===== src/ssp_pkg.sv =====
package ssp_pkg;

    // Register indices; byte address is four times the index
    localparam logic [7:0] IDX_CTRL1 = 8'hd8;
    localparam logic [7:0] IDX_CTRL2 = 8'hd9;
    localparam logic [7:0] IDX_BAUD  = 8'hda;
    localparam logic [7:0] IDX_FLAGS = 8'hdb;
    localparam logic [7:0] IDX_DATA  = 8'hdd;
    localparam logic [7:0] IDX_FIRST = 8'hd8;
    localparam logic [7:0] IDX_LAST  = 8'hdf;

    localparam logic [7:0] RST_CTRL1 = 8'h04;
    localparam logic [7:0] RST_CTRL2 = 8'h00;
    localparam logic [7:0] RST_BAUD  = 8'h00;
    localparam logic [7:0] RST_DATA  = 8'h00;
    localparam logic [7:0] RST_FLAGS = 8'h20;

    localparam logic [7:0] MASK_CTRL2 = 8'h1b;
    localparam logic [7:0] MASK_BAUD  = 8'h77;

    // first_control_register fields
    localparam int B_LINK_IE = 7;
    localparam int B_SYS_EN  = 6;
    localparam int B_TX_IE   = 5;
    localparam int B_MASTER  = 4;
    localparam int B_CLOCK_POLARITY    = 3;
    localparam int B_CLOCK_PHASE    = 2;
    localparam int B_SELECT_OUTPUT_ENABLE    = 1;
    localparam int B_LSBFE   = 0;

    // second_control_register fields
    localparam int B_FAULT_EN = 4;
    localparam int B_BIDIR_OE = 3;
    localparam int B_PIN_CFG  = 0;

    // serial_baud_divider fields, 3 bits each
    localparam int B_PRESEL = 4;
    localparam int B_RATESEL = 0;

    // serial_flags fields
    localparam int B_DONE  = 7;
    localparam int B_EMPTY = 5;
    localparam int B_FAULT = 4;

    localparam logic [4:0] EDGES_PER_BYTE = 5'h10;

    typedef enum logic [0:0] {ST_IDLE, ST_SHIFT} ssp_state_t;

    typedef struct packed {
        logic ss_n;
        logic sck;
        logic mosi;
        logic miso;
    } ssp_pin_in_t;

    typedef struct packed {
        logic mosi_o;
        logic mosi_oe;
        logic miso_o;
        logic miso_oe;
        logic sck_o;
        logic sck_oe;
        logic ss_n_o;
        logic ss_oe;
    } ssp_pin_out_t;

endpackage


===== src/ssp_top.sv =====
// Design decision made here: the APB interface to the registers.
`timescale 1ns/1ps
module ssp_top #(
    parameter int ADDR_W = 12
) (
    input  wire logic                 pclk,
    input  wire logic                 presetn,
    input  wire logic                 clk_en,
    input  wire logic                 psel,
    input  wire logic                 penable,
    input  wire logic                 pwrite,
    input  wire logic [ADDR_W-1:0]    paddr,
    input  wire logic [31:0]          pwdata,
    output logic                      pready,
    output logic [31:0]               prdata,
    output logic                      pslverr,
    input  wire ssp_pkg::ssp_pin_in_t pins_in,
    output ssp_pkg::ssp_pin_out_t     pins_out,
    output logic                      irq
);

    if (ADDR_W < 11) begin
        $error("ssp_top: ADDR_W must be at least 11");
    end

    logic [7:0]             ctrl1_q, ctrl2_q, baud_q, rxbuf_q, txbuf_q, sh_q, rdata_d;
    logic                   txfull_q, transfer_complete_flag_q, mode_fault_flag_q, done_seen_q, empty_seen_q, fault_seen_q;
    logic                   pready_q, pslverr_q, irq_q, out_bit_q, sck_lvl_q, sck_prev_q;
    logic [31:0]            prdata_q;
    ssp_pkg::ssp_pin_in_t   sync1_q, sync2_q;
    ssp_pkg::ssp_pin_out_t  pins_q, pins_d;
    ssp_pkg::ssp_state_t    st_q;
    logic [4:0]             edge_q, edge_num;
    logic [10:0]            div_q, half_m1;
    logic [7:0]             idx, sh_shift, rx_byte;
    logic                   hit, acc, wr, rd, setup;
    logic                   system_enable, master_select, clock_polarity, clock_phase, lsbfe, fault_detect_enable, bidir_output_enable, pin_config_select, select_output_enable;
    logic                   ss_low, slave_sel, din, fault, m_tick, s_edge, edge_ev;
    logic                   sample_ev, shift_ev, done, load, transmit_empty_flag, transfer_complete_flag_clr, mode_fault_flag_clr, rx_take;

    assign pready   = pready_q;
    assign prdata   = prdata_q;
    assign pslverr  = pslverr_q;
    assign pins_out = pins_q;
    assign irq      = irq_q;

    // Bus decode
    assign idx   = paddr[9:2];
    assign hit   = (paddr[1:0] == 2'h0) && (paddr[ADDR_W-1:10] == '0)
                   && (idx >= ssp_pkg::IDX_FIRST) && (idx <= ssp_pkg::IDX_LAST);
    assign setup = psel && !penable;
    assign acc   = psel && penable && pready_q;
    assign wr    = acc && pwrite && hit;
    assign rd    = acc && !pwrite && hit;

    assign system_enable     = ctrl1_q[ssp_pkg::B_SYS_EN];
    assign master_select    = ctrl1_q[ssp_pkg::B_MASTER];
    assign clock_polarity    = ctrl1_q[ssp_pkg::B_CLOCK_POLARITY];
    assign clock_phase    = ctrl1_q[ssp_pkg::B_CLOCK_PHASE];
    assign lsbfe   = ctrl1_q[ssp_pkg::B_LSBFE];
    assign select_output_enable    = ctrl1_q[ssp_pkg::B_SELECT_OUTPUT_ENABLE];
    assign fault_detect_enable  = ctrl2_q[ssp_pkg::B_FAULT_EN];
    assign bidir_output_enable = ctrl2_q[ssp_pkg::B_BIDIR_OE];
    assign pin_config_select    = ctrl2_q[ssp_pkg::B_PIN_CFG];
    assign transmit_empty_flag   = !txfull_q;

    // Pin synchronisers
    always_ff @(posedge pclk or negedge presetn) begin
        if (!presetn) begin
            sync1_q    <= '1;
            sync2_q    <= '1;
            sck_prev_q <= 1'b1;
        end else if (clk_en) begin
            sync1_q    <= pins_in;
            sync2_q    <= sync1_q;
            sck_prev_q <= sync2_q.sck;
        end
    end

    assign ss_low    = !sync2_q.ss_n;
    assign slave_sel = system_enable && !master_select && ss_low;
    // Shared pin serves as input in bidirectional configurations
    assign din       = (master_select != pin_config_select) ? sync2_q.miso : sync2_q.mosi;
    // Select used as fault input only when not driven as output
    assign fault     = system_enable && master_select && fault_detect_enable && !select_output_enable && ss_low;

    // Half bit period is (pre+1)*2^sel bus cycles
    assign half_m1 = (11'(baud_q[ssp_pkg::B_PRESEL +: 3]) + 11'h001)
                     << baud_q[ssp_pkg::B_RATESEL +: 3];
    assign m_tick    = master_select && (st_q == ssp_pkg::ST_SHIFT) && (div_q == half_m1 - 11'h001);
    assign s_edge    = slave_sel && (sync2_q.sck != sck_prev_q);
    assign edge_ev   = master_select ? m_tick : s_edge;
    assign edge_num  = edge_q + 5'h01;
    assign sample_ev = edge_ev && (edge_num[0] ^ clock_phase);
    assign shift_ev  = edge_ev && !(edge_num[0] ^ clock_phase);
    assign done      = edge_ev && (edge_num == ssp_pkg::EDGES_PER_BYTE);
    assign sh_shift  = lsbfe ? {din, sh_q[7:1]} : {sh_q[6:0], din};
    assign rx_byte   = sample_ev ? sh_shift : sh_q;

    // Buffer to shifter move, master and slave alike
    assign load = system_enable && txfull_q && (edge_q == 5'h00) && !edge_ev
                  && (master_select ? (st_q == ssp_pkg::ST_IDLE) && !fault : 1'b1);

    assign transfer_complete_flag_clr = rd && (idx == ssp_pkg::IDX_DATA) && done_seen_q;
    assign mode_fault_flag_clr = wr && (idx == ssp_pkg::IDX_CTRL1) && fault_seen_q;
    assign rx_take  = done && (!transfer_complete_flag_q || transfer_complete_flag_clr);

    // APB answer: zero wait states, data captured in setup
    always_comb begin
        rdata_d = 8'h00;
        case (idx)
            ssp_pkg::IDX_CTRL1: rdata_d = ctrl1_q;
            ssp_pkg::IDX_CTRL2: rdata_d = ctrl2_q;
            ssp_pkg::IDX_BAUD:  rdata_d = baud_q;
            ssp_pkg::IDX_FLAGS: begin
                rdata_d[ssp_pkg::B_DONE]  = transfer_complete_flag_q;
                rdata_d[ssp_pkg::B_EMPTY] = transmit_empty_flag;
                rdata_d[ssp_pkg::B_FAULT] = mode_fault_flag_q;
            end
            ssp_pkg::IDX_DATA:  rdata_d = rxbuf_q;
            default:            rdata_d = 8'h00;
        endcase
    end

    always_ff @(posedge pclk or negedge presetn) begin
        if (!presetn) begin
            pready_q  <= 1'b0;
            pslverr_q <= 1'b0;
            prdata_q  <= 32'h0000_0000;
        end else if (clk_en) begin
            pready_q  <= setup;
            pslverr_q <= setup && !hit;
            if (setup) begin
                prdata_q <= (hit && !pwrite) ? {24'h00_0000, rdata_d} : 32'h0000_0000;
            end
        end
    end

    // Control registers; status register ignores writes
    always_ff @(posedge pclk or negedge presetn) begin
        if (!presetn) begin
            ctrl1_q <= ssp_pkg::RST_CTRL1;
            ctrl2_q <= ssp_pkg::RST_CTRL2;
            baud_q  <= ssp_pkg::RST_BAUD;
        end else if (clk_en) begin
            if (wr && idx == ssp_pkg::IDX_CTRL1) begin
                ctrl1_q <= pwdata[7:0];
            end
            if (fault) begin
                ctrl1_q[ssp_pkg::B_MASTER] <= 1'b0;
            end
            if (wr && idx == ssp_pkg::IDX_CTRL2) begin
                ctrl2_q <= pwdata[7:0] & ssp_pkg::MASK_CTRL2;
            end
            if (wr && idx == ssp_pkg::IDX_BAUD) begin
                baud_q <= pwdata[7:0] & ssp_pkg::MASK_BAUD;
            end
        end
    end

    // Clear sequences arm on the status value actually returned
    always_ff @(posedge pclk or negedge presetn) begin
        if (!presetn) begin
            done_seen_q  <= 1'b0;
            empty_seen_q <= 1'b0;
            fault_seen_q <= 1'b0;
        end else if (clk_en) begin
            if (rd && idx == ssp_pkg::IDX_FLAGS) begin
                done_seen_q  <= prdata_q[ssp_pkg::B_DONE];
                empty_seen_q <= prdata_q[ssp_pkg::B_EMPTY];
                fault_seen_q <= prdata_q[ssp_pkg::B_FAULT];
            end else begin
                if (transfer_complete_flag_clr) begin
                    done_seen_q <= 1'b0;
                end
                if (wr && idx == ssp_pkg::IDX_DATA) begin
                    empty_seen_q <= 1'b0;
                end
                if (mode_fault_flag_clr) begin
                    fault_seen_q <= 1'b0;
                end
            end
        end
    end

    // Transmit buffer; write refused unless empty was seen
    always_ff @(posedge pclk or negedge presetn) begin
        if (!presetn) begin
            txbuf_q  <= ssp_pkg::RST_DATA;
            txfull_q <= 1'b0;
        end else if (clk_en) begin
            if (wr && idx == ssp_pkg::IDX_DATA && empty_seen_q) begin
                txbuf_q  <= pwdata[7:0];
                txfull_q <= 1'b1;
            end else if (load) begin
                txfull_q <= 1'b0;
            end
        end
    end

    // Status flags; a set beats a simultaneous clear
    always_ff @(posedge pclk or negedge presetn) begin
        if (!presetn) begin
            transfer_complete_flag_q  <= ssp_pkg::RST_FLAGS[ssp_pkg::B_DONE];
            mode_fault_flag_q  <= ssp_pkg::RST_FLAGS[ssp_pkg::B_FAULT];
            rxbuf_q <= ssp_pkg::RST_DATA;
        end else if (clk_en) begin
            transfer_complete_flag_q <= done || (transfer_complete_flag_q && !transfer_complete_flag_clr);
            mode_fault_flag_q <= fault || (mode_fault_flag_q && !mode_fault_flag_clr);
            if (rx_take) begin
                rxbuf_q <= rx_byte;
            end
        end
    end

    // Shift engine: divider runs only while a master shifts
    always_ff @(posedge pclk or negedge presetn) begin
        if (!presetn) begin
            st_q      <= ssp_pkg::ST_IDLE;
            div_q     <= 11'h000;
            edge_q    <= 5'h00;
            sck_lvl_q <= 1'b0;
        end else if (clk_en) begin
            case (st_q)
                ssp_pkg::ST_IDLE: begin
                    if (load && master_select) begin
                        st_q <= ssp_pkg::ST_SHIFT;
                    end
                end
                ssp_pkg::ST_SHIFT: begin
                    if (done || fault || !master_select || !system_enable) begin
                        st_q <= ssp_pkg::ST_IDLE;
                    end
                end
                default: st_q <= ssp_pkg::ST_IDLE;
            endcase
            div_q <= (m_tick || st_q != ssp_pkg::ST_SHIFT || !master_select) ? 11'h000 : div_q + 11'h001;
            if (done || (master_select ? (st_q == ssp_pkg::ST_IDLE || fault) : !slave_sel)) begin
                edge_q <= 5'h00;
            end else if (edge_ev) begin
                edge_q <= edge_num;
            end
            // Idle level follows polarity; toggles on every divider tick
            sck_lvl_q <= (st_q == ssp_pkg::ST_SHIFT && master_select) ? sck_lvl_q ^ m_tick : clock_polarity;
        end
    end

    // Shifter and outgoing bit; shifter content undefined-free after reset
    always_ff @(posedge pclk or negedge presetn) begin
        if (!presetn) begin
            sh_q      <= 8'h00;
            out_bit_q <= 1'b0;
        end else if (clk_en) begin
            if (load) begin
                sh_q <= txbuf_q;
            end else if (sample_ev) begin
                sh_q <= sh_shift;
            end
            if (edge_q == 5'h00 && !edge_ev) begin
                out_bit_q <= load ? (lsbfe ? txbuf_q[0] : txbuf_q[7]) : (lsbfe ? sh_q[0] : sh_q[7]);
            end else if (shift_ev) begin
                out_bit_q <= lsbfe ? sh_q[0] : sh_q[7];
            end
        end
    end

    // Pin drivers, gated off at once on a fault
    always_comb begin
        pins_d.mosi_o  = out_bit_q;
        pins_d.miso_o  = out_bit_q;
        pins_d.sck_o   = master_select ? sck_lvl_q : clock_polarity;
        pins_d.ss_n_o  = (st_q != ssp_pkg::ST_SHIFT);
        pins_d.mosi_oe = system_enable && master_select && !fault && (pin_config_select ? bidir_output_enable : 1'b1);
        pins_d.miso_oe = system_enable && !master_select && ss_low && (pin_config_select ? bidir_output_enable : 1'b1);
        pins_d.sck_oe  = system_enable && master_select && !fault;
        pins_d.ss_oe   = system_enable && fault_detect_enable && select_output_enable && master_select;
    end

    always_ff @(posedge pclk or negedge presetn) begin
        if (!presetn) begin
            pins_q <= '0;
            irq_q  <= 1'b0;
        end else if (clk_en) begin
            pins_q <= pins_d;
            irq_q  <= system_enable && ((ctrl1_q[ssp_pkg::B_LINK_IE] && (transfer_complete_flag_q || mode_fault_flag_q))
                              || (ctrl1_q[ssp_pkg::B_TX_IE] && transmit_empty_flag));
        end
    end

    a_slave_bidir_oe: assert property (@(posedge pclk) disable iff (!presetn)
        clk_en && system_enable && pin_config_select && !master_select |=> pins_q.miso_oe == $past(bidir_output_enable && ss_low))
        else $error("bidir slave output enable wrong");

    a_master_bidir_oe: assert property (@(posedge pclk) disable iff (!presetn)
        clk_en && system_enable && pin_config_select && master_select && !fault |=> pins_q.mosi_oe == $past(bidir_output_enable))
        else $error("bidir master output enable wrong");

    a_clock_pin_dir: assert property (@(posedge pclk) disable iff (!presetn)
        clk_en && pins_d.sck_oe |-> master_select && system_enable)
        else $error("clock pin driven outside master mode");

    a_select_pin_dir: assert property (@(posedge pclk) disable iff (!presetn)
        clk_en |=> pins_q.ss_oe == $past(system_enable && fault_detect_enable && select_output_enable && master_select))
        else $error("select pin direction wrong");

    a_divider_tick: assert property (@(posedge pclk) disable iff (!presetn)
        m_tick && clk_en |-> div_q + 11'h001 == half_m1)
        else $error("divider tick at wrong count");

    a_baud_zero_bits: assert property (@(posedge pclk) disable iff (!presetn)
        (baud_q & ~ssp_pkg::MASK_BAUD) == 8'h00)
        else $error("unused baud bits not zero");

    a_done_sets_flag: assert property (@(posedge pclk) disable iff (!presetn)
        clk_en && done && !transfer_complete_flag_q |=> transfer_complete_flag_q && rxbuf_q == $past(rx_byte))
        else $error("transfer complete not flagged");

    a_write_refused: assert property (@(posedge pclk) disable iff (!presetn)
        clk_en && wr && idx == ssp_pkg::IDX_DATA && !empty_seen_q |=> $stable(txbuf_q))
        else $error("unarmed data write accepted");

    a_idle_load: assert property (@(posedge pclk) disable iff (!presetn)
        clk_en && system_enable && master_select && txfull_q && st_q == ssp_pkg::ST_IDLE && edge_q == 5'h00 && !fault
        |=> !txfull_q && st_q == ssp_pkg::ST_SHIFT)
        else $error("idle byte not moved to shifter");

    a_fault_effects: assert property (@(posedge pclk) disable iff (!presetn)
        clk_en && fault |=> mode_fault_flag_q && !master_select && !pins_q.sck_oe && !pins_q.mosi_oe)
        else $error("mode fault effects missing");

    a_overrun_keep: assert property (@(posedge pclk) disable iff (!presetn)
        clk_en && done && transfer_complete_flag_q && !transfer_complete_flag_clr |=> $stable(rxbuf_q))
        else $error("unserviced byte overwritten");

    a_irq_request: assert property (@(posedge pclk) disable iff (!presetn)
        clk_en && system_enable && ctrl1_q[ssp_pkg::B_TX_IE] && transmit_empty_flag |=> irq_q)
        else $error("transmit empty interrupt missing");

endmodule


===== config.mk =====
export PLATFORM = sky130hd
export DESIGN_NAME = ssp_top
export DESIGN_NICKNAME = d
export VERILOG_FILES = /design/src/ssp_pkg.sv /design/src/ssp_top.sv
export SDC_FILE = /design/constraint.sdc
export NUM_CORES = 1
export LEC_CHECK = 0
export BUFFER_PORTS_ARGS = -buffer_cell sky130_fd_sc_hd__buf_2
export CELL_PAD_IN_SITES_DETAIL_PLACEMENT = 0
export CELL_PAD_IN_SITES_GLOBAL_PLACEMENT = 1
export CORE_ASPECT_RATIO = 0.6
export CORE_UTILIZATION = 44
export DETAILED_ROUTE_END_ITERATION = 10
export PLACE_DENSITY_LB_ADDON = 0.1
export SYNTH_ARGS = -nofsm -noshare
export SYNTH_HDL_FRONTEND = slang
export SYNTH_SLANG_ARGS = --single-unit

===== constraint.sdc =====
create_clock -name pclk -period 4.2 [get_ports pclk]
set_input_delay 0.84 -clock pclk [delete_from_list [all_inputs] [get_ports pclk]]
set_output_delay 0.84 -clock pclk [all_outputs]
set_load 0.02 [all_outputs]

==> flow_results.xml <==
<?xml version="1.0" encoding="UTF-8"?>
<metrics>
  <group name="cts">
    <metric name="cts_num_sinks" unit="">94</metric>
    <metric name="cts_setup_buffers" unit="">0</metric>
    <metric name="tritoncts" unit="">built</metric>
    <metric name="hold_fix_buffer_count_after_cts" unit="">0</metric>
    <metric name="cts.path.max_buffers" unit="">2</metric>
    <metric name="cts_inserted_buffers" unit="">9</metric>
    <metric name="clock-root-buffer" unit="">sky130_fd_sc_hd__clkbuf_16</metric>
    <metric name="cts_max_level" unit="">3</metric>
    <metric name="cts_repair_resized_insts" unit="">0</metric>
    <metric name="clkLatencyLatePin" unit="ns">0.34</metric>
    <metric name="path_clk_slew" unit="ns">0.07</metric>
  </group>
  <group name="status">
    <metric name="outcome" unit="">complete, no violations</metric>
  </group>
  <group name="power">
    <metric name="relative_contribution_of_sequential_cells_to_total_power" unit="%">50.5</metric>
    <metric name="combPwrFrac" unit="%">6.1</metric>
    <metric name="total_power_consumption" unit="W">0.00186</metric>
    <metric name="p_sw" unit="W">0.000448</metric>
    <metric name="vdd.ir_drop.worst" unit="uV">222</metric>
    <metric name="clockPowerShare" unit="%">43.3</metric>
    <metric name="power.internal" unit="W">0.00142</metric>
    <metric name="p_per_area" unit="mW/mm^2">292</metric>
    <metric name="power_switching_share" unit="%">24.0</metric>
    <metric name="leakage" unit="nW">2.92</metric>
  </group>
  <group name="logic_synthesis">
    <metric name="syn_inst" unit="">574</metric>
    <metric name="synth_xor_xnor_area_share" unit="%">2.88</metric>
    <metric name="synth.area.mux_share" unit="%">12.2</metric>
    <metric name="async_flop_share" unit="%">100</metric>
    <metric name="synth_cell_type_count" unit="">86</metric>
    <metric name="post_synth_and_or_nand_nor_area_fraction" unit="%">18.2</metric>
    <metric name="largest_family_of_logic_cells_by_synthesized_area" unit="">simple AND/OR/NAND/NOR gates</metric>
    <metric name="yosys.area.top_type" unit="">sky130_fd_sc_hd__dfrtp_1</metric>
    <metric name="synth_compound_gate_area_share" unit="%">17.6</metric>
    <metric name="synth_enable_flop_cells" unit="">0</metric>
    <metric name="synthAdderAreaFrac" unit="%">1.31</metric>
    <metric name="synth.avg_cell_area" unit="um^2">10.0</metric>
    <metric name="synth.yosys.seq_area_share" unit="%">41.2</metric>
    <metric name="netlist_area" unit="mm^2">0.00574</metric>
    <metric name="synthesis.yosys.warnings" unit="">0</metric>
    <metric name="synth-seq-cells" unit="">94</metric>
    <metric name="synth.top_cell.area_share" unit="%">36.6</metric>
    <metric name="synth.area.top_cells" unit="">sky130_fd_sc_hd__dfrtp_1 37%, sky130_fd_sc_hd__mux2_2 11%, sky130_fd_sc_hd__dfstp_2 4.6%, sky130_fd_sc_hd__buf_4 3.8%, sky130_fd_sc_hd__nand2_1 3.8%</metric>
    <metric name="synth_top_flop_cell" unit="">sky130_fd_sc_hd__dfrtp_1</metric>
  </group>
  <group name="cells_and_area">
    <metric name="layout_commonest_cell" unit="">sky130_fd_sc_hd__dfrtp_1</metric>
    <metric name="layout-area-overhead-vs-synth" unit="%">11.1</metric>
    <metric name="seq_area" unit="mm^2">0.00236</metric>
    <metric name="antenna_cells" unit="">0</metric>
    <metric name="multi_input_comb_area" unit="mm^2">0.00309</metric>
    <metric name="design.final.nets" unit="">684</metric>
    <metric name="mostFrequentLayoutCells" unit="">84 x sky130_fd_sc_hd__dfrtp_1, 58 x sky130_fd_sc_hd__nand2_1, 56 x sky130_fd_sc_hd__mux2_2</metric>
    <metric name="fillCellCount" unit="">1149</metric>
    <metric name="final_layout_size_suffix_gt1_share" unit="%">26.2</metric>
  </group>
  <group name="timing">
    <metric name="grt_setup_unrepaired" unit="">false</metric>
    <metric name="sum_of_negative_setup_slack" unit="ns">0</metric>
    <metric name="final.setup_skew" unit="ns">0.00912</metric>
    <metric name="whs" unit="ns">0.327</metric>
    <metric name="setup_viol" unit="">0</metric>
    <metric name="maximum_achievable_frequency" unit="GHz">0.258</metric>
    <metric name="post-route-period-util" unit="%">92.3</metric>
    <metric name="report.final.hold_viol_count" unit="">0</metric>
    <metric name="tightest_slew" unit="ns">0.991</metric>
    <metric name="slew_viols_final" unit="">0</metric>
    <metric name="max-slew-margin-rel" unit="%">33.4</metric>
    <metric name="post_layout_minimum_cycle_time" unit="ns">3.88</metric>
  </group>
  <group name="drt">
    <metric name="top_layer_used_by_detailed_routing" unit="">met4</metric>
    <metric name="finalWirelength" unit="um">15300</metric>
    <metric name="drt-initial-drc-count" unit="">386</metric>
    <metric name="wl_met1" unit="um">8240</metric>
    <metric name="met2_length" unit="um">5940</metric>
    <metric name="drc" unit="">0</metric>
    <metric name="routed_via_density" unit="">5.85</metric>
    <metric name="drt_first_pass_iters" unit="">7</metric>
    <metric name="wl_met3" unit="um">996</metric>
    <metric name="antenna_violating_nets_post_route" unit="">0</metric>
    <metric name="detailroute.via_count" unit="">4643</metric>
    <metric name="routedWlPerCell" unit="um">19.3</metric>
  </group>
  <group name="setup_path">
    <metric name="critical_path_required" unit="ns">4.47</metric>
    <metric name="cp-start-kind" unit="">flip-flop</metric>
    <metric name="timing.critical_path.cells" unit="">ha_1 &gt; nand2_1 &gt; mux2_2 &gt; a21oi_4 &gt; or2_1 &gt; or4_1 &gt; nand4b_1 &gt; nor4_1 &gt; buf_4 &gt; o31ai_1 &gt; and2_1 &gt; a221o_1</metric>
    <metric name="worstPathMaxFanout" unit="">8</metric>
    <metric name="kind_of_end_point_of_the_critical_path" unit="">flip-flop</metric>
    <metric name="critical-path-max-stage-delay" unit="ns">0.83</metric>
    <metric name="critical_path_arrival" unit="ns">4.15</metric>
    <metric name="timing_worst_setup_path_type" unit="">flip-flop to flip-flop</metric>
    <metric name="critical_path.n_buffers_inverters" unit="">1</metric>
    <metric name="cpLargestDelayFamily" unit="">simple AND/OR/NAND/NOR gates</metric>
    <metric name="crit_path_top_delay_cell" unit="">sky130_fd_sc_hd__o31ai_1</metric>
  </group>
  <group name="grt">
    <metric name="maximum_number_of_pins_on_one_net_before_global_route_repair" unit="">57</metric>
    <metric name="grt_antenna_before_repair" unit="">0</metric>
    <metric name="grt-ovfl-total" unit="">0</metric>
    <metric name="vias_in_the_first_global_route" unit="">4399</metric>
    <metric name="first_pass_grt_wire_length" unit="um">24800</metric>
    <metric name="gr-usage-all-layers" unit="%">24.1</metric>
  </group>
  <group name="job">
    <metric name="maxCapViolations" unit="">0</metric>
  </group>
  <group name="die">
    <metric name="floorplan.initialDensity" unit="%">46.4</metric>
    <metric name="design.core.area" unit="mm^2">0.0124</metric>
    <metric name="die_width" unit="um">150</metric>
    <metric name="fp.dieArea" unit="mm^2">0.0135</metric>
    <metric name="io_pins" unit="">97</metric>
    <metric name="placement_rows" unit="">31</metric>
    <metric name="die_height" unit="um">90.5</metric>
  </group>
  <group name="place">
    <metric name="hpwl" unit="um">11800</metric>
    <metric name="port-buffer-count" unit="">48</metric>
    <metric name="finalWeightedCongestion" unit="">0.904</metric>
  </group>
  <group name="min_path">
    <metric name="hold_path_class" unit="">primary input to asynchronous set/reset pin</metric>
  </group>
</metrics>
final timing paths:
kind / start / end / slack (ns) / cells past startpoint
max: baud_q[4]$_DFFE_PN0P_ / sh_q[0]$_DFFE_PN0P_ / 0.32 / 12
min: presetn / out_bit_q$_DFFE_PN0P_ / 0.33 / 1
max reg2reg: baud_q[4]$_DFFE_PN0P_ / sh_q[0]$_DFFE_PN0P_ / 0.32 / 12
min reg2reg: prdata[6]$_DFFE_PN0P_ / prdata[6]$_DFFE_PN0P_ / 0.47 / 2
max in group asynchronous: presetn / baud_q[5]$_DFFE_PN0P_ / 2.94 / 2
min in group pclk: prdata[6]$_DFFE_PN0P_ / prdata[6]$_DFFE_PN0P_ / 0.47 / 2
cell families (layout without fill, tap and decap cells):
group,Yosys count,count (layout)
compound gates,132,132
xor+xnor,18,18
fa+ha+maj,6,6
buf+inv,67,99
flops,94,94
mux,62,62
other cells,1,24
simple gates,194,194
power groups by stage:
stage / clock, W / combinational, W / sequential [W]
2_1_floorplan: 0 / 0.0000723 / 0.000959
3_3_place_gp: 0 / 0.000113 / 0.000957
3_5_place_dp: 0 / 0.000115 / 0.000958
4_1_cts: 0.000827 / 0.000115 / 0.000941
5_1_grt: 0.000860 / 0.000126 / 0.000943
6_report: 0.000807 / 0.000114 / 0.000941
metrics by stage:
step	instances	area (um^2)	util (%)	setup slack, ns
2_1_floorplan	597	5830	-	0.722
3_3_place_gp	778	6090	49.2	0.402
3_5_place_dp	778	6090	49.2	0.377
4_1_cts	794	6380	51.6	0.358
5_1_grt	794	6380	51.6	0.0412
6_report	794	6380	51.6	0.321
worst register-to-register path: stages (launching register included):
cell and delay [ns]:
sky130_fd_sc_hd__dfrtp_1 0.38, sky130_fd_sc_hd__ha_1 0.39, sky130_fd_sc_hd__nand2_1 0.23, sky130_fd_sc_hd__mux2_2 0.27
sky130_fd_sc_hd__a21oi_4 0.08, sky130_fd_sc_hd__or2_1 0.30, sky130_fd_sc_hd__or4_1 0.51, sky130_fd_sc_hd__nand4b_1 0.20
sky130_fd_sc_hd__nor4_1 0.09, sky130_fd_sc_hd__buf_4 0.16, sky130_fd_sc_hd__o31ai_1 0.83, sky130_fd_sc_hd__and2_1 0.25
sky130_fd_sc_hd__a221o_1 0.12
flip-flops by register name, indices dropped and copies added (netlist names), 4 cells and up:
signal	flops
div_q	11
ctrl1_q	8
prdata	8
rxbuf_q	8
sh_q	8
txbuf_q	8
pins_out	7
baud_q	6
edge_q	5
ctrl2_q	4
sync1_q	4
sync2_q	4
per-layer routing:
metal	track usage (%)	vias up
met2	31.1	159
met4	4.93	0
met1	39.9	2303
met3	4.70	13
li1	-	2168
met5	0	-
cell usage after synthesis (4+ instances only):
cell type,instances
sky130_fd_sc_hd__nor2_1,32
sky130_fd_sc_hd__a221o_1,8
sky130_fd_sc_hd__inv_1,19
sky130_fd_sc_hd__nor2b_1,5
sky130_fd_sc_hd__dfstp_2,10
sky130_fd_sc_hd__xnor2_1,10
sky130_fd_sc_hd__dfrtp_1,84
sky130_fd_sc_hd__mux2_2,56
sky130_fd_sc_hd__nor3_1,12
sky130_fd_sc_hd__clkbuf_1,11
sky130_fd_sc_hd__ha_1,6
sky130_fd_sc_hd__nand3b_1,7
sky130_fd_sc_hd__nand4_1,5
sky130_fd_sc_hd__nand3_1,20
sky130_fd_sc_hd__nand2_1,58
sky130_fd_sc_hd__mux2i_1,5
sky130_fd_sc_hd__a222oi_1,7
sky130_fd_sc_hd__and3_1,4
sky130_fd_sc_hd__o2bb2ai_1,9
sky130_fd_sc_hd__a21boi_0,4
sky130_fd_sc_hd__nor4_1,4
sky130_fd_sc_hd__buf_2,4
sky130_fd_sc_hd__o21ai_0,37
sky130_fd_sc_hd__nand2b_1,6
sky130_fd_sc_hd__and2_1,11
sky130_fd_sc_hd__a211o_1,7
sky130_fd_sc_hd__buf_4,29
sky130_fd_sc_hd__o31ai_1,4
sky130_fd_sc_hd__a21oi_1,12
sky130_fd_sc_hd__xor2_1,7
sky130_fd_sc_hd__o211ai_1,4
cell type report:
class / instances / area share, %
Tap cell: 165 / 3.23
Sequential cell: 94 / 37.1
Inverter: 20 / 1.18
Clock buffer: 12 / 4.18
Clock inverter: 4 / 0.451
Multi-Input combinational cell: 436 / 48.3
Timing Repair Buffer: 63 / 5.57
No activity file was read; power rests on OpenSTA's default activity.
